`config.mk`:
```
export PLATFORM = sky130hd
export DESIGN_NAME = pfas_sequencer
export DESIGN_NICKNAME = d
export VERILOG_FILES = /design/src/hw/pfas_pkg.sv /design/src/hw/pfas_sequencer.sv
export VERILOG_INCLUDE_DIRS = /design/src /design/src/hw
export SDC_FILE = /design/constraint.sdc
export NUM_CORES = 1
export LEC_CHECK = 0
export ABC_AREA = 0
export ABC_CLOCK_PERIOD_IN_PS = 5500
export BUFFER_PORTS_ARGS = -buffer_cell sky130_fd_sc_hd__buf_2
export CORE_MARGIN = 1
export CORE_UTILIZATION = 42
export CTS_CLUSTER_DIAMETER = 80
export CTS_CLUSTER_SIZE = 30
export DETAILED_ROUTE_END_ITERATION = 16
export SYNTH_ARGS = -nofsm -noshare
export SYNTH_HDL_FRONTEND = slang
export SYNTH_SLANG_ARGS = --single-unit
```
`constraint.sdc`:
```
create_clock -name pclk -period 5.5 [get_ports pclk]
set_input_delay 1.1 -clock pclk [delete_from_list [all_inputs] [get_ports pclk]]
set_output_delay 1.1 -clock pclk [all_outputs]
set_load 0.02 [all_outputs]
```
`src/hw/pfas_defs.svh`:
```
// register map, field positions, reset values and timing counts of the pump/fan sequencer
`ifndef PFAS_DEFS_SVH
`define PFAS_DEFS_SVH
`define PFAS_ADDR_CTRL 12'h000
`define PFAS_ADDR_INTERVAL 12'h004
`define PFAS_ADDR_LEVEL 12'h008
`define PFAS_ADDR_WAIT 12'h00C
`define PFAS_ADDR_STATUS 12'h010
`define PFAS_ADDR_ICOUNT 12'h014
`define PFAS_ADDR_ORDER 12'h018
`define PFAS_CTRL_RUN 0
`define PFAS_CTRL_R1_LSB 8
`define PFAS_CTRL_R2_LSB 16
`define PFAS_CTRL_AUX_LSB 24
`define PFAS_CTRL_ILK_LSB 28
`define PFAS_STAT_MOTOR_LSB 0
`define PFAS_STAT_REG_LSB 4
`define PFAS_STAT_BUSY 6
`define PFAS_STAT_ALARM 7
`define PFAS_STAT_CODE_LSB 8
`define PFAS_STAT_ORDER_LSB 16
`define PFAS_CTRL_RST 32'h0000_0000
`define PFAS_INTERVAL_RST 16'h0000
`define PFAS_LEVEL_RST 16'hFFFF
`define PFAS_WAIT_RST 16'h0001
`define PFAS_PFC_FUNC 5'h1D
`define PFAS_ALARM_ILK 8'h1E
`define PFAS_CLK_PERIOD_NS 4
`define PFAS_TICK_NS 100000000
`define PFAS_TICK_CYCLES (`PFAS_TICK_NS / `PFAS_CLK_PERIOD_NS)
`endif

```
`src/hw/pfas_pkg.sv`:
```
// types shared by the pump/fan sequencer and its bench
package pfas_pkg;
  typedef enum logic [2:0] {
    ST_IDLE, ST_WAIT, ST_RESTART, ST_RUN, ST_COAST, ST_SWAP_OFF, ST_SWAP_ON
  } pfas_state_t;

  typedef struct packed {
    logic [2:0] ilk_sel;
    logic [1:0] aux_motor_count;
    logic [4:0] relay_two_func;
    logic [4:0] relay_one_func;
    logic run_cmd;
  } pfas_cfg_t;

  typedef struct packed {
    logic relay_out_one;
    logic relay_out_two;
    logic [1:0] ext_one_out;
    logic [1:0] ext_two_out;
  } pfas_relays_t;
endpackage : pfas_pkg

```
`src/hw/pfas_sequencer.sv`:
```
// pump/fan motor sequencer with periodic autochange and interlocks, APB register slave
//
// Chosen here: the address map and the APB register port.
`timescale 1ns/100ps
`include "pfas_defs.svh"
module pfas_sequencer #(
  parameter int unsigned TICK_CYCLES = `PFAS_TICK_CYCLES
) (
  input wire logic pclk,
  input wire logic presetn,
  input wire logic psel,
  input wire logic penable,
  input wire logic pwrite,
  input wire logic [11:0] paddr,
  input wire logic [31:0] pwdata,
  output logic [31:0] prdata,
  output logic pready,
  output logic pslverr,
  input wire logic [4:0] digital_in,
  input wire logic [15:0] pump_fan_control,
  input wire logic aux_start_req,
  input wire logic aux_stop_req,
  output pfas_pkg::pfas_relays_t relays,
  output logic inverter_run,
  output logic inverter_coast,
  output logic [7:0] alarm_code
);
  import pfas_pkg::*;

  pfas_cfg_t cfg_r;
  logic [15:0] interval_r;
  logic [15:0] level_r;
  logic [15:0] wait_r;
  logic [15:0] icount_r;
  logic [1:0] order_r;
  logic [31:0] prdata_r;
  logic pslverr_r;
  logic [4:0] din_meta_r;
  logic [4:0] din_sync_r;
  logic [31:0] tick_cnt_r;
  logic tick;
  logic [15:0] wait_cnt_r;
  pfas_state_t state_r;
  logic [1:0] reg_motor_r;
  logic reg_con_r;
  logic [3:0] dol_r;
  logic restore_r;
  logic inverter_run_r;
  logic inverter_coast_r;
  logic alarm_r;
  pfas_relays_t relays_r;
  logic [2:0] motor_n;
  logic auto_en;
  logic rotate_due;
  logic [3:0] ilk;
  logic [3:0] motor_on;
  logic reg_ok;
  logic [1:0] reg_pick;
  logic aux_ok;
  logic [1:0] aux_pick;
  logic stop_ok;
  logic [1:0] stop_pick;
  logic wr_en;
  logic rd_en;
  logic [1:0] order_nxt;

  assign motor_n = {1'b0, cfg_r.aux_motor_count} + 3'h1;
  assign auto_en = (interval_r != 16'h0000);

  function automatic logic [1:0] pos_motor(input logic [1:0] base, input logic [1:0] pos,
                                            input logic [2:0] n);
    logic [2:0] sum;
    sum = {1'b0, base} + {1'b0, pos};
    if (sum >= n) begin
      sum = sum - n;
    end
    return sum[1:0];
  endfunction : pos_motor

  // APB slave: zero wait states, read data captured in the setup cycle
  assign wr_en = psel && penable && pwrite;
  assign rd_en = psel && !penable;
  assign pready = psel && penable;
  assign prdata = prdata_r;
  assign pslverr = pslverr_r && psel && penable;

  always_ff @(posedge pclk or negedge presetn) begin
    if (!presetn) begin
      prdata_r <= 32'h0000_0000;
      pslverr_r <= 1'b0;
    end else if (rd_en) begin
      pslverr_r <= 1'b0;
      if (paddr == `PFAS_ADDR_CTRL) begin
        prdata_r <= {1'b0, cfg_r.ilk_sel, 2'h0, cfg_r.aux_motor_count, 3'h0,
                     cfg_r.relay_two_func, 3'h0, cfg_r.relay_one_func, 7'h00, cfg_r.run_cmd};
      end else if (paddr == `PFAS_ADDR_INTERVAL) begin
        prdata_r <= {16'h0000, interval_r};
      end else if (paddr == `PFAS_ADDR_LEVEL) begin
        prdata_r <= {16'h0000, level_r};
      end else if (paddr == `PFAS_ADDR_WAIT) begin
        prdata_r <= {16'h0000, wait_r};
      end else if (paddr == `PFAS_ADDR_STATUS) begin
        prdata_r <= {14'h0000, order_r, alarm_code, alarm_r, (state_r != ST_IDLE),
                     reg_motor_r, motor_on};
      end else if (paddr == `PFAS_ADDR_ICOUNT) begin
        prdata_r <= {16'h0000, icount_r};
      end else if (paddr == `PFAS_ADDR_ORDER) begin
        prdata_r <= {30'h0000_0000, order_r};
      end else begin
        prdata_r <= 32'h0000_0000;
        pslverr_r <= 1'b1;
      end
    end
  end

  always_ff @(posedge pclk or negedge presetn) begin
    if (!presetn) begin
      cfg_r <= pfas_cfg_t'(`PFAS_CTRL_RST);
      interval_r <= `PFAS_INTERVAL_RST;
      level_r <= `PFAS_LEVEL_RST;
      wait_r <= `PFAS_WAIT_RST;
    end else if (wr_en) begin
      if (paddr == `PFAS_ADDR_CTRL) begin
        cfg_r.run_cmd <= pwdata[`PFAS_CTRL_RUN];
        cfg_r.relay_one_func <= pwdata[`PFAS_CTRL_R1_LSB +: 5];
        cfg_r.relay_two_func <= pwdata[`PFAS_CTRL_R2_LSB +: 5];
        cfg_r.aux_motor_count <= pwdata[`PFAS_CTRL_AUX_LSB +: 2];
        cfg_r.ilk_sel <= pwdata[`PFAS_CTRL_ILK_LSB +: 3];
      end else if (paddr == `PFAS_ADDR_INTERVAL) begin
        interval_r <= pwdata[15:0];
      end else if (paddr == `PFAS_ADDR_LEVEL) begin
        level_r <= pwdata[15:0];
      end else if (paddr == `PFAS_ADDR_WAIT) begin
        wait_r <= pwdata[15:0];
      end
    end
  end

  // pins are asynchronous to pclk
  always_ff @(posedge pclk or negedge presetn) begin
    if (!presetn) begin
      din_meta_r <= 5'h1F;
      din_sync_r <= 5'h1F;
    end else begin
      din_meta_r <= digital_in;
      din_sync_r <= din_meta_r;
    end
  end

  genvar k;
  generate
    for (k = 0; k < 4; k++) begin : g_motor
      logic [2:0] idx;
      assign idx = cfg_r.ilk_sel - 3'h1 + 3'(k);
      assign ilk[k] = ((cfg_r.ilk_sel == 3'h1) || (cfg_r.ilk_sel == 3'h2)) &&
                      (3'(k) < motor_n) && !din_sync_r[idx];
      assign motor_on[k] = (reg_con_r && (reg_motor_r == 2'(k))) || dol_r[k];
    end
  endgenerate

  always_comb begin
    logic [1:0] m;
    m = 2'h0;
    reg_ok = 1'b0;
    reg_pick = 2'h0;
    aux_ok = 1'b0;
    aux_pick = 2'h0;
    stop_ok = 1'b0;
    stop_pick = 2'h0;
    for (int p = 3; p >= 0; p--) begin
      m = pos_motor(order_r, 2'(p), motor_n);
      if (3'(p) < motor_n) begin
        if (!ilk[m] && (auto_en || m == 2'h0)) begin
          reg_ok = 1'b1;
          reg_pick = m;
        end
        if (!ilk[m] && !motor_on[m]) begin
          aux_ok = 1'b1;
          aux_pick = m;
        end
      end
    end
    for (int p = 0; p < 4; p++) begin
      m = pos_motor(order_r, 2'(p), motor_n);
      if ((3'(p) < motor_n) && dol_r[m]) begin
        stop_ok = 1'b1;
        stop_pick = m;
      end
    end
  end

  // cyclic step of the starting order
  assign order_nxt = (3'({1'b0, order_r} + 3'h1) >= motor_n) ? 2'h0 : order_r + 2'h1;

  // tick prescaler; the time base only runs with the run command
  always_ff @(posedge pclk or negedge presetn) begin
    if (!presetn) begin
      tick_cnt_r <= 32'h0000_0000;
    end else if (!cfg_r.run_cmd || tick) begin
      tick_cnt_r <= 32'h0000_0000;
    end else begin
      tick_cnt_r <= tick_cnt_r + 32'h0000_0001;
    end
  end
  assign tick = cfg_r.run_cmd && (tick_cnt_r == 32'(TICK_CYCLES - 1));

  // interval counter, readable and restorable by software
  always_ff @(posedge pclk or negedge presetn) begin
    if (!presetn) begin
      icount_r <= 16'h0000;
    end else if (state_r == ST_SWAP_ON) begin
      icount_r <= 16'h0000;
    end else if (wr_en && paddr == `PFAS_ADDR_ICOUNT) begin
      icount_r <= pwdata[15:0];
    end else if (tick && auto_en && icount_r < interval_r) begin
      icount_r <= icount_r + 16'h0001;
    end
  end

  // sleep does not gate the rotation
  assign rotate_due = auto_en && (icount_r >= interval_r) && (pump_fan_control < level_r);

  always_ff @(posedge pclk or negedge presetn) begin
    if (!presetn) begin
      wait_cnt_r <= 16'h0000;
    end else if (state_r != ST_WAIT) begin
      wait_cnt_r <= 16'h0000;
    end else if (tick) begin
      wait_cnt_r <= wait_cnt_r + 16'h0001;
    end
  end

  // sequencer; a dropped run command always wins and stops everything
  always_ff @(posedge pclk or negedge presetn) begin
    if (!presetn) begin
      state_r <= ST_IDLE;
      reg_motor_r <= 2'h0;
      reg_con_r <= 1'b0;
      dol_r <= 4'h0;
      restore_r <= 1'b0;
      inverter_run_r <= 1'b0;
      inverter_coast_r <= 1'b0;
      alarm_r <= 1'b0;
      order_r <= 2'h0;
    end else if (!cfg_r.run_cmd) begin
      state_r <= ST_IDLE;
      reg_con_r <= 1'b0;
      dol_r <= 4'h0;
      restore_r <= 1'b0;
      inverter_run_r <= 1'b0;
      inverter_coast_r <= 1'b0;
      alarm_r <= 1'b0;
      if (wr_en && paddr == `PFAS_ADDR_ORDER) begin
        order_r <= pwdata[1:0];
      end
    end else begin
      case (state_r)
        ST_IDLE: begin
          if (reg_ok) begin
            alarm_r <= 1'b0;
            reg_motor_r <= reg_pick;
            reg_con_r <= 1'b1;
            state_r <= ST_WAIT;
          end else begin
            alarm_r <= 1'b1;
          end
        end
        ST_WAIT: begin
          if (wait_cnt_r >= wait_r) begin
            inverter_run_r <= 1'b1;
            state_r <= restore_r ? ST_RESTART : ST_RUN;
          end
        end
        ST_RESTART: begin
          if (aux_ok) begin
            dol_r[aux_pick] <= 1'b1;
          end
          restore_r <= 1'b0;
          state_r <= ST_RUN;
        end
        ST_RUN: begin
          if (rotate_due) begin
            inverter_run_r <= 1'b0;
            inverter_coast_r <= 1'b1;
            state_r <= ST_COAST;
          // aux requests are only honoured outside the swap sequence
          end else if (aux_start_req && aux_ok) begin
            dol_r[aux_pick] <= 1'b1;
          end else if (aux_stop_req && stop_ok) begin
            dol_r[stop_pick] <= 1'b0;
          end
        end
        ST_COAST: begin
          reg_con_r <= 1'b0;
          order_r <= order_nxt;
          state_r <= ST_SWAP_OFF;
        end
        ST_SWAP_OFF: begin
          // drop new motor if on line
          if (!reg_ok) begin
            alarm_r <= 1'b1;
          end else begin
            reg_motor_r <= reg_pick;
            if (dol_r[reg_pick]) begin
              dol_r[reg_pick] <= 1'b0;
              restore_r <= 1'b1;
            end
            state_r <= ST_SWAP_ON;
          end
        end
        ST_SWAP_ON: begin
          reg_con_r <= 1'b1;
          inverter_coast_r <= 1'b0;
          alarm_r <= 1'b0;
          state_r <= ST_WAIT;
        end
        default: begin
          state_r <= ST_IDLE;
        end
      endcase
    end
  end

  always_ff @(posedge pclk or negedge presetn) begin
    logic r1p;
    logic r2p;
    logic [2:0] base;
    if (!presetn) begin
      relays_r <= '0;
    end else begin
      r1p = (cfg_r.relay_one_func == `PFAS_PFC_FUNC);
      r2p = (cfg_r.relay_two_func == `PFAS_PFC_FUNC);
      base = 3'(r1p) + 3'(r2p);
      relays_r.relay_out_one <= r1p && motor_on[0];
      relays_r.relay_out_two <= r2p && motor_on[r1p ? 1 : 0];
      for (int j = 0; j < 4; j++) begin
        if ((base + 3'(j)) < motor_n) begin
          if (j < 2) begin
            relays_r.ext_one_out[j] <= motor_on[2'(base + 3'(j))];
          end else begin
            relays_r.ext_two_out[j - 2] <= motor_on[2'(base + 3'(j))];
          end
        end else if (j < 2) begin
          relays_r.ext_one_out[j] <= 1'b0;
        end else begin
          relays_r.ext_two_out[j - 2] <= 1'b0;
        end
      end
    end
  end

  assign relays = relays_r;
  assign inverter_run = inverter_run_r;
  assign inverter_coast = inverter_coast_r;
  assign alarm_code = alarm_r ? `PFAS_ALARM_ILK : 8'h00;

  chk_relay_func_gate: assert property (@(posedge pclk) disable iff (!presetn)
    (cfg_r.relay_one_func != `PFAS_PFC_FUNC) |=> !relays.relay_out_one)
    else $error("relay one driven without pump/fan function");
  chk_fixed_regulated: assert property (@(posedge pclk) disable iff (!presetn)
    (!auto_en && reg_con_r && state_r == ST_RUN) |-> (reg_motor_r == 2'h0))
    else $error("regulated motor not motor one without autochange");
  chk_motor_count: assert property (@(posedge pclk) disable iff (!presetn)
    ($countones(motor_on) <= int'(motor_n)))
    else $error("more motors on than configured");
  chk_timer_hold: assert property (@(posedge pclk) disable iff (!presetn)
    (!cfg_r.run_cmd && !(wr_en && paddr == `PFAS_ADDR_ICOUNT) && state_r != ST_SWAP_ON)
      |=> $stable(icount_r))
    else $error("interval counter moved without run command");
  chk_level_block: assert property (@(posedge pclk) disable iff (!presetn)
    (state_r == ST_RUN && pump_fan_control > level_r) |=> (state_r != ST_COAST))
    else $error("autochange started above level limit");
  chk_coast_open: assert property (@(posedge pclk) disable iff (!presetn)
    (state_r == ST_COAST && cfg_r.run_cmd) |=> (!inverter_run_r && !reg_con_r && inverter_coast_r))
    else $error("contactor opened while inverter switching");
  chk_order_step: assert property (@(posedge pclk) disable iff (!presetn)
    (state_r == ST_COAST && cfg_r.run_cmd && motor_n > 3'h1) |=> (order_r != $past(order_r)))
    else $error("starting order did not step");
  chk_start_after_wait: assert property (@(posedge pclk) disable iff (!presetn)
    $rose(inverter_run_r) |-> $past(state_r == ST_WAIT && wait_cnt_r >= wait_r))
    else $error("motor started before start wait");
  chk_no_ilk_connect: assert property (@(posedge pclk) disable iff (!presetn)
    (state_r == ST_SWAP_OFF && cfg_r.run_cmd && reg_ok) |=> ##1 (reg_con_r && !ilk[reg_motor_r]))
    else $error("interlocked motor connected");
  chk_alarm_code: assert property (@(posedge pclk) disable iff (!presetn)
    (state_r == ST_IDLE && cfg_r.run_cmd && !reg_ok) |=> (alarm_code == 8'h1E))
    else $error("interlock alarm missing");
  chk_aux_frozen: assert property (@(posedge pclk) disable iff (!presetn)
    (state_r == ST_WAIT && cfg_r.run_cmd) |=> $stable(dol_r))
    else $error("aux motors changed during sequence");
  cov_autochange: cover property (@(posedge pclk) disable iff (!presetn)
    state_r == ST_SWAP_ON ##1 state_r == ST_WAIT);
  cov_restore: cover property (@(posedge pclk) disable iff (!presetn) state_r == ST_RESTART);
  cov_alarm: cover property (@(posedge pclk) disable iff (!presetn) alarm_r);
  cov_aux_start: cover property (@(posedge pclk) disable iff (!presetn) $rose(|dol_r));
endmodule : pfas_sequencer

```
==> results of run 1 <==
worst paths after layout:
check                                endpoint  cells past startpoint           from
worst max register to register       dol_r[1]                     14      cfg_r[12]
worst min-delay path            din_sync_r[1]                      0  din_meta_r[1]
max in group asynchronous           wait_r[0]                      2        presetn
worst max-delay path                 dol_r[1]                     14      cfg_r[12]
worst min register to register  din_sync_r[1]                      0  din_meta_r[1]
min in group asynchronous            cfg_r[5]                      1        presetn
cell families after synthesis:
family	Yosys count
XOR/XNOR	59
AO/OA/AOI/OAI	373
other	1
adder cells (fa/ha/maj)	73
flip-flops	187
buffers and inverters	153
AND/OR/NAND/NOR	507
multiplexers	55
synthesized netlist by cell type (9+ instances only):
master    instances  area, µm²
a211oi_1         24      180.2
a21o_1           21      157.7
a21oi_1          63      315.3
a22oi_1          14      105.1
a311oi_1          9      78.83
and2_1            9      56.30
and3_1           25      156.4
buf_4            15      112.6
clkbuf_1         50      187.7
dfrtp_1         160       4004
dfstp_2          27      709.4
ha_1             71      888.4
inv_1            75      281.5
mux2_2           29      326.6
mux2i_1          22      220.2
nand2_1         168      630.6
nand2b_1         15      93.84
nand3_1          45      225.2
nand4_1          19      118.9
nor2_1          120      450.4
nor2b_1          17      106.4
nor3_1           17      85.08
nor4_1           20      125.1
o211ai_1          9      67.56
o21ai_0         123      615.6
o22ai_1          10      62.56
o31ai_1           9      67.56
or3_1            16      100.1
xnor2_1          23      201.4
xor2_1           35      306.5
sequential cells by signal, summed over array words and instances (netlist names), 2 cells and up:
name / cells
relays: 6
din_meta_r: 5
dol_r: 4
tick_cnt_r: 32
reg_motor_r: 2
icount_r: 16
level_r: 16
cfg_r: 16
wait_r: 16
interval_r: 16
order_r: 2
din_sync_r: 5
prdata: 26
state_r: 3
wait_cnt_r: 16
layout make-up:
class	count	share of cell area, %
clock buffer	20	3.216
clock inverter	12	1.351
inverter	76	2.054
multi-input combinational	1077	51.00
sequential	187	33.93
tap	384	3.459
timing repair buffer	126	4.982
report_power, final:
part           leakage, nW  switching [W]  total (W)  internal [W]
combinational         3.78      0.0000929   0.000132     0.0000395
sequential            2.27     0.00000462    0.00139       0.00138
clock                0.301       0.000580    0.00136      0.000781
total                 6.35       0.000678    0.00288       0.00221
per-stage QoR:
step | setup WS (ps) | utilization (%) | power [W] | std cells
detailed placement | 996.5 | 45.93 | 0.001548 | 1850
global placement | 1080 | 45.93 | 0.001548 | 1850
global route | 660.9 | 48.13 | 0.002982 | 1882
CTS | 992.4 | 48.13 | 0.002912 | 1882
finish | 996.7 | 48.13 | 0.002883 | 1882
floorplan | 1668 | - | 0.001471 | 1417
worst max-delay path, delay by kind of cell (launching register included):
kind            cells  cell delay (ps)
buf+inv             2              320
fa+ha+maj           2              860
mux                 1              220
compound gates      5             1920
flops               1              450
simple gates        3              470
xor+xnor            1              140
metal layers:
layer	track usage (%)	share of wire, %	vias to the layer above
li1	-	-	5187
met1	33.03	48	5127
met2	34.98	43	352
met3	4.474	6.8	46
met4	7.785	2.1	2
met5	0	0.049	-
==> run metrics, run 1 <==
worst-margin pin slew 1069 ps; Initial DRT Pass Iterations 5; power per cell area 207.6 nW/µm²; Tcrit/Tclk final 81.88%; Final TNS setup 0 ps; Resized Gates After CTS 0; Initial Utilization 42.93%; CTS max path bufs 2; most frequent cells in the layout nand2_1 (168), dfrtp_1 (160), o21ai_0 (123), nor2_1 (120), buf_2 (104); 1st-iter DRT viols 778; RSZ-0062 raised after global routing false; Synth Area in XOR/XNOR 4.292%; ratio of cells with drive above 1 in the final layout 16.96%; hold slack 356.1 ps; die height 173.7 µm; count of cell types in the netlist 100; Yosys reg bits 187; global-route wire length before repair 55.01 mm; # fillers 2828; wire per inst 18.28 µm; antenna-violating nets left 0; Die Area 30190 µm²; CP required 5820 ps; commonest non-fill, non-tap cell in the layout nand2_1; area of the multi-input gates 7084 µm²; register area share after synthesis 38.05%; flop2flop setup slack 1000 ps; Hold Fails Final Rpt 0; Inserted Clock Buffers 17; Max Slew Vio Count 0; Tmin final 4503 ps; Critical Path Max Stage Delay 750 ps; H-tree level count 4; row cnt 62; total via count in the routed design 10710; CP max stage cell o21ai_1; register area 4713 µm²; Fmax 0.2221 GHz; nets@finish 1630; skew final 15.16 ps; FFs w/ async S/R, synth 100.0%; post-synthesis mux area share 5.080%; largest family of logic cells by synthesized area simple AND/OR/NAND/NOR gates; vias in the first global route 10100; Worst-path clk slew 70 ps; initial antenna violation count 1; Post-synth EDFFs 0; Main synth FF type dfrtp_1; Post-Synth Adder-Cell Area 7.494%; CP Cell Sequence inv_1 -> ha_1 -> inv_1 -> ha_1 -> xnor2_1 -> o31ai_1 -> o21ai_1 -> mux2i_1 -> o32a_1 -> nand2_1 -> nor4b_2 -> o31ai_1 -> nand4_2 -> a221o_1; critical path arrival 4820 ps; # DRC 0; vias per cell 5.693; # setup viols final 0; Post-CTS Setup Inserts 0; Hold/Removal Path Class flop to flop; number of buffers inserted by port buffering 105; Top Ports 122; Die X 173.7 µm; CTS sink cnt 187; startpoint types flop; Post-Synthesis Cells 1408; LEAKAGE 6.349 nW; post-route cell area 13890 µm²; status finished, final reports clean; CP Max Fanout 11; gr usage total 23.15%; YS warnings 0; final WL 34.41 mm; Slew headroom 28.54%; Placer Congestion 0.9163; Post-DP Area 13260 µm²; VDD IR max 0.2198 mV; Core Region 28860 µm²; WS Path Type flop to flop; grt ovf 0; CP endpoint kind flop; syn avg cell area 8.798 µm²; worst skew pair latency 450 ps; largest net degree at the start of global routing 105; Compound-Gate Fraction of Synth Area 19.84%; post-synthesis cell area 12390 µm²; DP HPWL 25.55 mm; Area Overhead vs Synth 12.12%; Synth Area in Simple Gates 20.01%; max cap viols 0; Hold Buf Count CTS 0; Root Driver clkbuf_16; # diodes 0; CTS tree built
No activity file was read; power rests on OpenSTA's default activity.
==> inputs of run 2 (changes only) <==
- ABC_CLOCK_PERIOD_IN_PS: 5500 -> 3800
- clock period: 5.5 -> 3.8 ns (I/O delays scaled with it)
==> run 2 against run 1 <==
Against the previous run: core utilization up 2.8 points; sequential power grew 45%; power increased by 40%; clock skew rose by 0.88 ps; clock power grew 35%.
==> run metrics, run 2 (synthesized netlist as in run 1, its figures left out) <==
CP most frequent cell buf_4; Post-DP Area 13730 µm² (+3.6%); Placer Congestion 0.8984 (-2.0%); largest net degree at the start of global routing 83 (-21%); launch point of the worst reg-to-reg path cfg_r[11]; 1st-iter DRT viols 811 (+4.2%); CP endpoint kind flop; worst skew pair latency 450 ps (about the same); Crit. Startpoint cfg_r[11]; Root Driver clkbuf_16; Hold/Removal Path Class input port to asynchronous set/reset pin; Core Region 28860 µm² (unchanged); Largest register FFs 32 (unchanged); CP max stage cell or4_4; skew final 16.04 ps (+0.8790 ps); nets@finish 1701 (+4.4%); total via count in the routed design 11180 (+4.3%); WS Path Type flop to flop; sw power 0.0009977 W (+47%); CTS sink cnt 187 (unchanged); power per cell area 275.8 nW/µm² (+33%); initial antenna violation count 3 (+2); Critical Path Max Stage Delay 590 ps (-160 ps); fin util 50.90% (+2.8 points); Net Sw Frac 24.63% (+1.1 points); Hold Fails Final Rpt 0 (unchanged); Reg with most FFs tick_cnt_r; Layout Cells excl Fill 1954 (+3.8%); Die Area 30190 µm² (unchanged); row cnt 62 (unchanged); CTS max path bufs 2 (unchanged); antenna-violating nets left 0 (unchanged); Initial Utilization 42.93% (unchanged); CTS tree built; startpoint types flop; met3 GRT Util 4.474% (unchanged); GR met2 Demand/Resource 37.70% (+2.7 points); RSZ-0062 raised after global routing true; post-route cell area 14690 µm² (+5.7%); # DRC 0 (unchanged); Power Total 0.004050 W (+40%); worst-margin pin slew 1050 ps (-19.25 ps); grt ovf 0 (unchanged); Slew headroom 29.83% (+1.3 points); global-route wire length before repair 57.89 mm (+5.2%); Worst-path clk slew 70 ps (about the same); CP required 4130 ps (-1690 ps); final WL 36.05 mm (+4.8%); max cap viols 0 (unchanged); Top Ports 122 (unchanged); register share of total power 49.6% (+1.4 points); logic gate share of total power 5.0% (+0.4 points); Tcrit/Tclk final 97.70% (+16 points); # fillers 2746 (-2.9%); Initial DRT Pass Iterations 5 (unchanged); H-tree level count 4 (unchanged); vias per cell 5.722 (+0.50%); Pint 0.003053 W (+38%); critical path arrival 4040 ps (-780 ps); vias in the first global route 10460 (+3.5%); Max Slew Vio Count 0 (unchanged); Clock power frac 45.4% (-1.8 points); Tmin final 3713 ps (-790.7 ps); GR peak layer met2; placed insts 1912 (+3.4%); most frequent cells in the layout nand2_1 (167), dfrtp_1 (156), nor2_1 (120), o21ai_0 (118), buf_2 (104); Inserted Clock Buffers 17 (unchanged); die height 173.7 µm (unchanged); reg2reg end dol_r[0]; Die X 173.7 µm (unchanged); Hold Buf Count CTS 0 (unchanged); gr usage total 24.18% (+1.0 points); CP Max Fanout 7 (-4); DP HPWL 27.10 mm (+6.1%); LEAKAGE 6.715 nW (+5.8%); Area Overhead vs Synth 18.56%; flop2flop setup slack 90 ps (-910 ps); VDD IR max 0.2721 mV (+24%); number of buffers inserted by port buffering 105 (unchanged); CP Cell Sequence inv_2 -> fa_2 -> buf_4 -> and3b_1 -> o32ai_2 -> buf_4 -> o31ai_4 -> or4_4 -> a31o_1 -> a211oi_2 -> nand4_2 -> a221o_1; Fmax 0.2694 GHz (+21%); commonest non-fill, non-tap cell in the layout nand2_1; M1 GR Usage 34.87% (+1.8 points); CP endpoint dol_r[0]; r2r worst-path depth 12 (-2); status finished, final reports clean; # setup viols final 0 (unchanged); wire per inst 18.45 µm (+0.91%); ratio of cells with drive above 1 in the final layout 23.39% (+6.4 points)
[run 2: changes by cell type in the layout (fill, tap and decap cells not counted), moves of 4 or more]
cell,previous run,this run
buf_4,21,89
mux2i_1,22,16
ha_1,71,66
mux2i_2,0,5
o21ai_0,123,118
dfrtp_1,160,156
dfrtp_2,0,4
ha_4,0,4
inv_1,75,71
o21ai_1,6,10
[run 2: layer usage]
metal	part of all wire, %	routed length, µm
met1	47	16960
met2	45	16140
met3	6.8	2455
met4	1.3	459
met5	0.075	27
[run 2: worst min-delay path by stage]
stage / cells after the start / startpoint / end
2_1_floorplan: 0 / din_meta_r[0] / din_sync_r[0]
3_3_place_gp: 0 / din_meta_r[1] / din_sync_r[1]
3_5_place_dp: 0 / din_meta_r[1] / din_sync_r[1]
4_1_cts: 0 / din_meta_r[1] / din_sync_r[1]
5_1_grt: 0 / din_meta_r[1] / din_sync_r[1]
6_report: 1 / presetn / prdata[14]
[run 2: power by group through the flow]
stage / logic (W) / clock network (W) / registers [W]
2_1_floorplan: 0.0000843 / 0 / 0.00205
3_3_place_gp: 0.000197 / 0 / 0.00205
3_5_place_dp: 0.000199 / 0 / 0.00205
4_1_cts: 0.000200 / 0.00188 / 0.00201
5_1_grt: 0.000223 / 0.00195 / 0.00201
6_report: 0.000201 / 0.00184 / 0.00201
[run 2: final cells by class]
class,instances,area [µm²],area share [%]
antenna,1,2.502,0.01704
clock buffer,18,429.2,2.922
clock inverter,14,158.9,1.082
inverter,76,287.8,1.959
multi-input combinational,1077,7357,50.09
sequential,187,4718,32.12
tap,384,480.5,3.271
timing repair buffer,197,1254,8.536
[run 2: through the flow]
step / setup WS, ps / hold WS (ps) / TNS, ps
4_1_cts: 1.897 / 357.1 / 0
2_1_floorplan: 45.48 / 345.2 / 0
3_5_place_dp: -65.24 / 346.9 / -128.8
6_report: 87.39 / 324.5 / 0
5_1_grt: -34.09 / 366.0 / -102.3
3_3_place_gp: -53.67 / 346.8 / -97.69
[run 2: timing repair]
item,CTS,global route
buffers inserted,2,7
endpoints found under the setup margin,5,6
gates resized for setup,7,52
pin swaps,0,13
gates cloned,0,0
[run 2: critical path: cells and delay by family, from the launching register on]
kind	cells	cell delay (ps)
fa+ha+maj	1	500
flops	1	450
simple gates	3	970
compound gates	5	1170
buf+inv	3	490
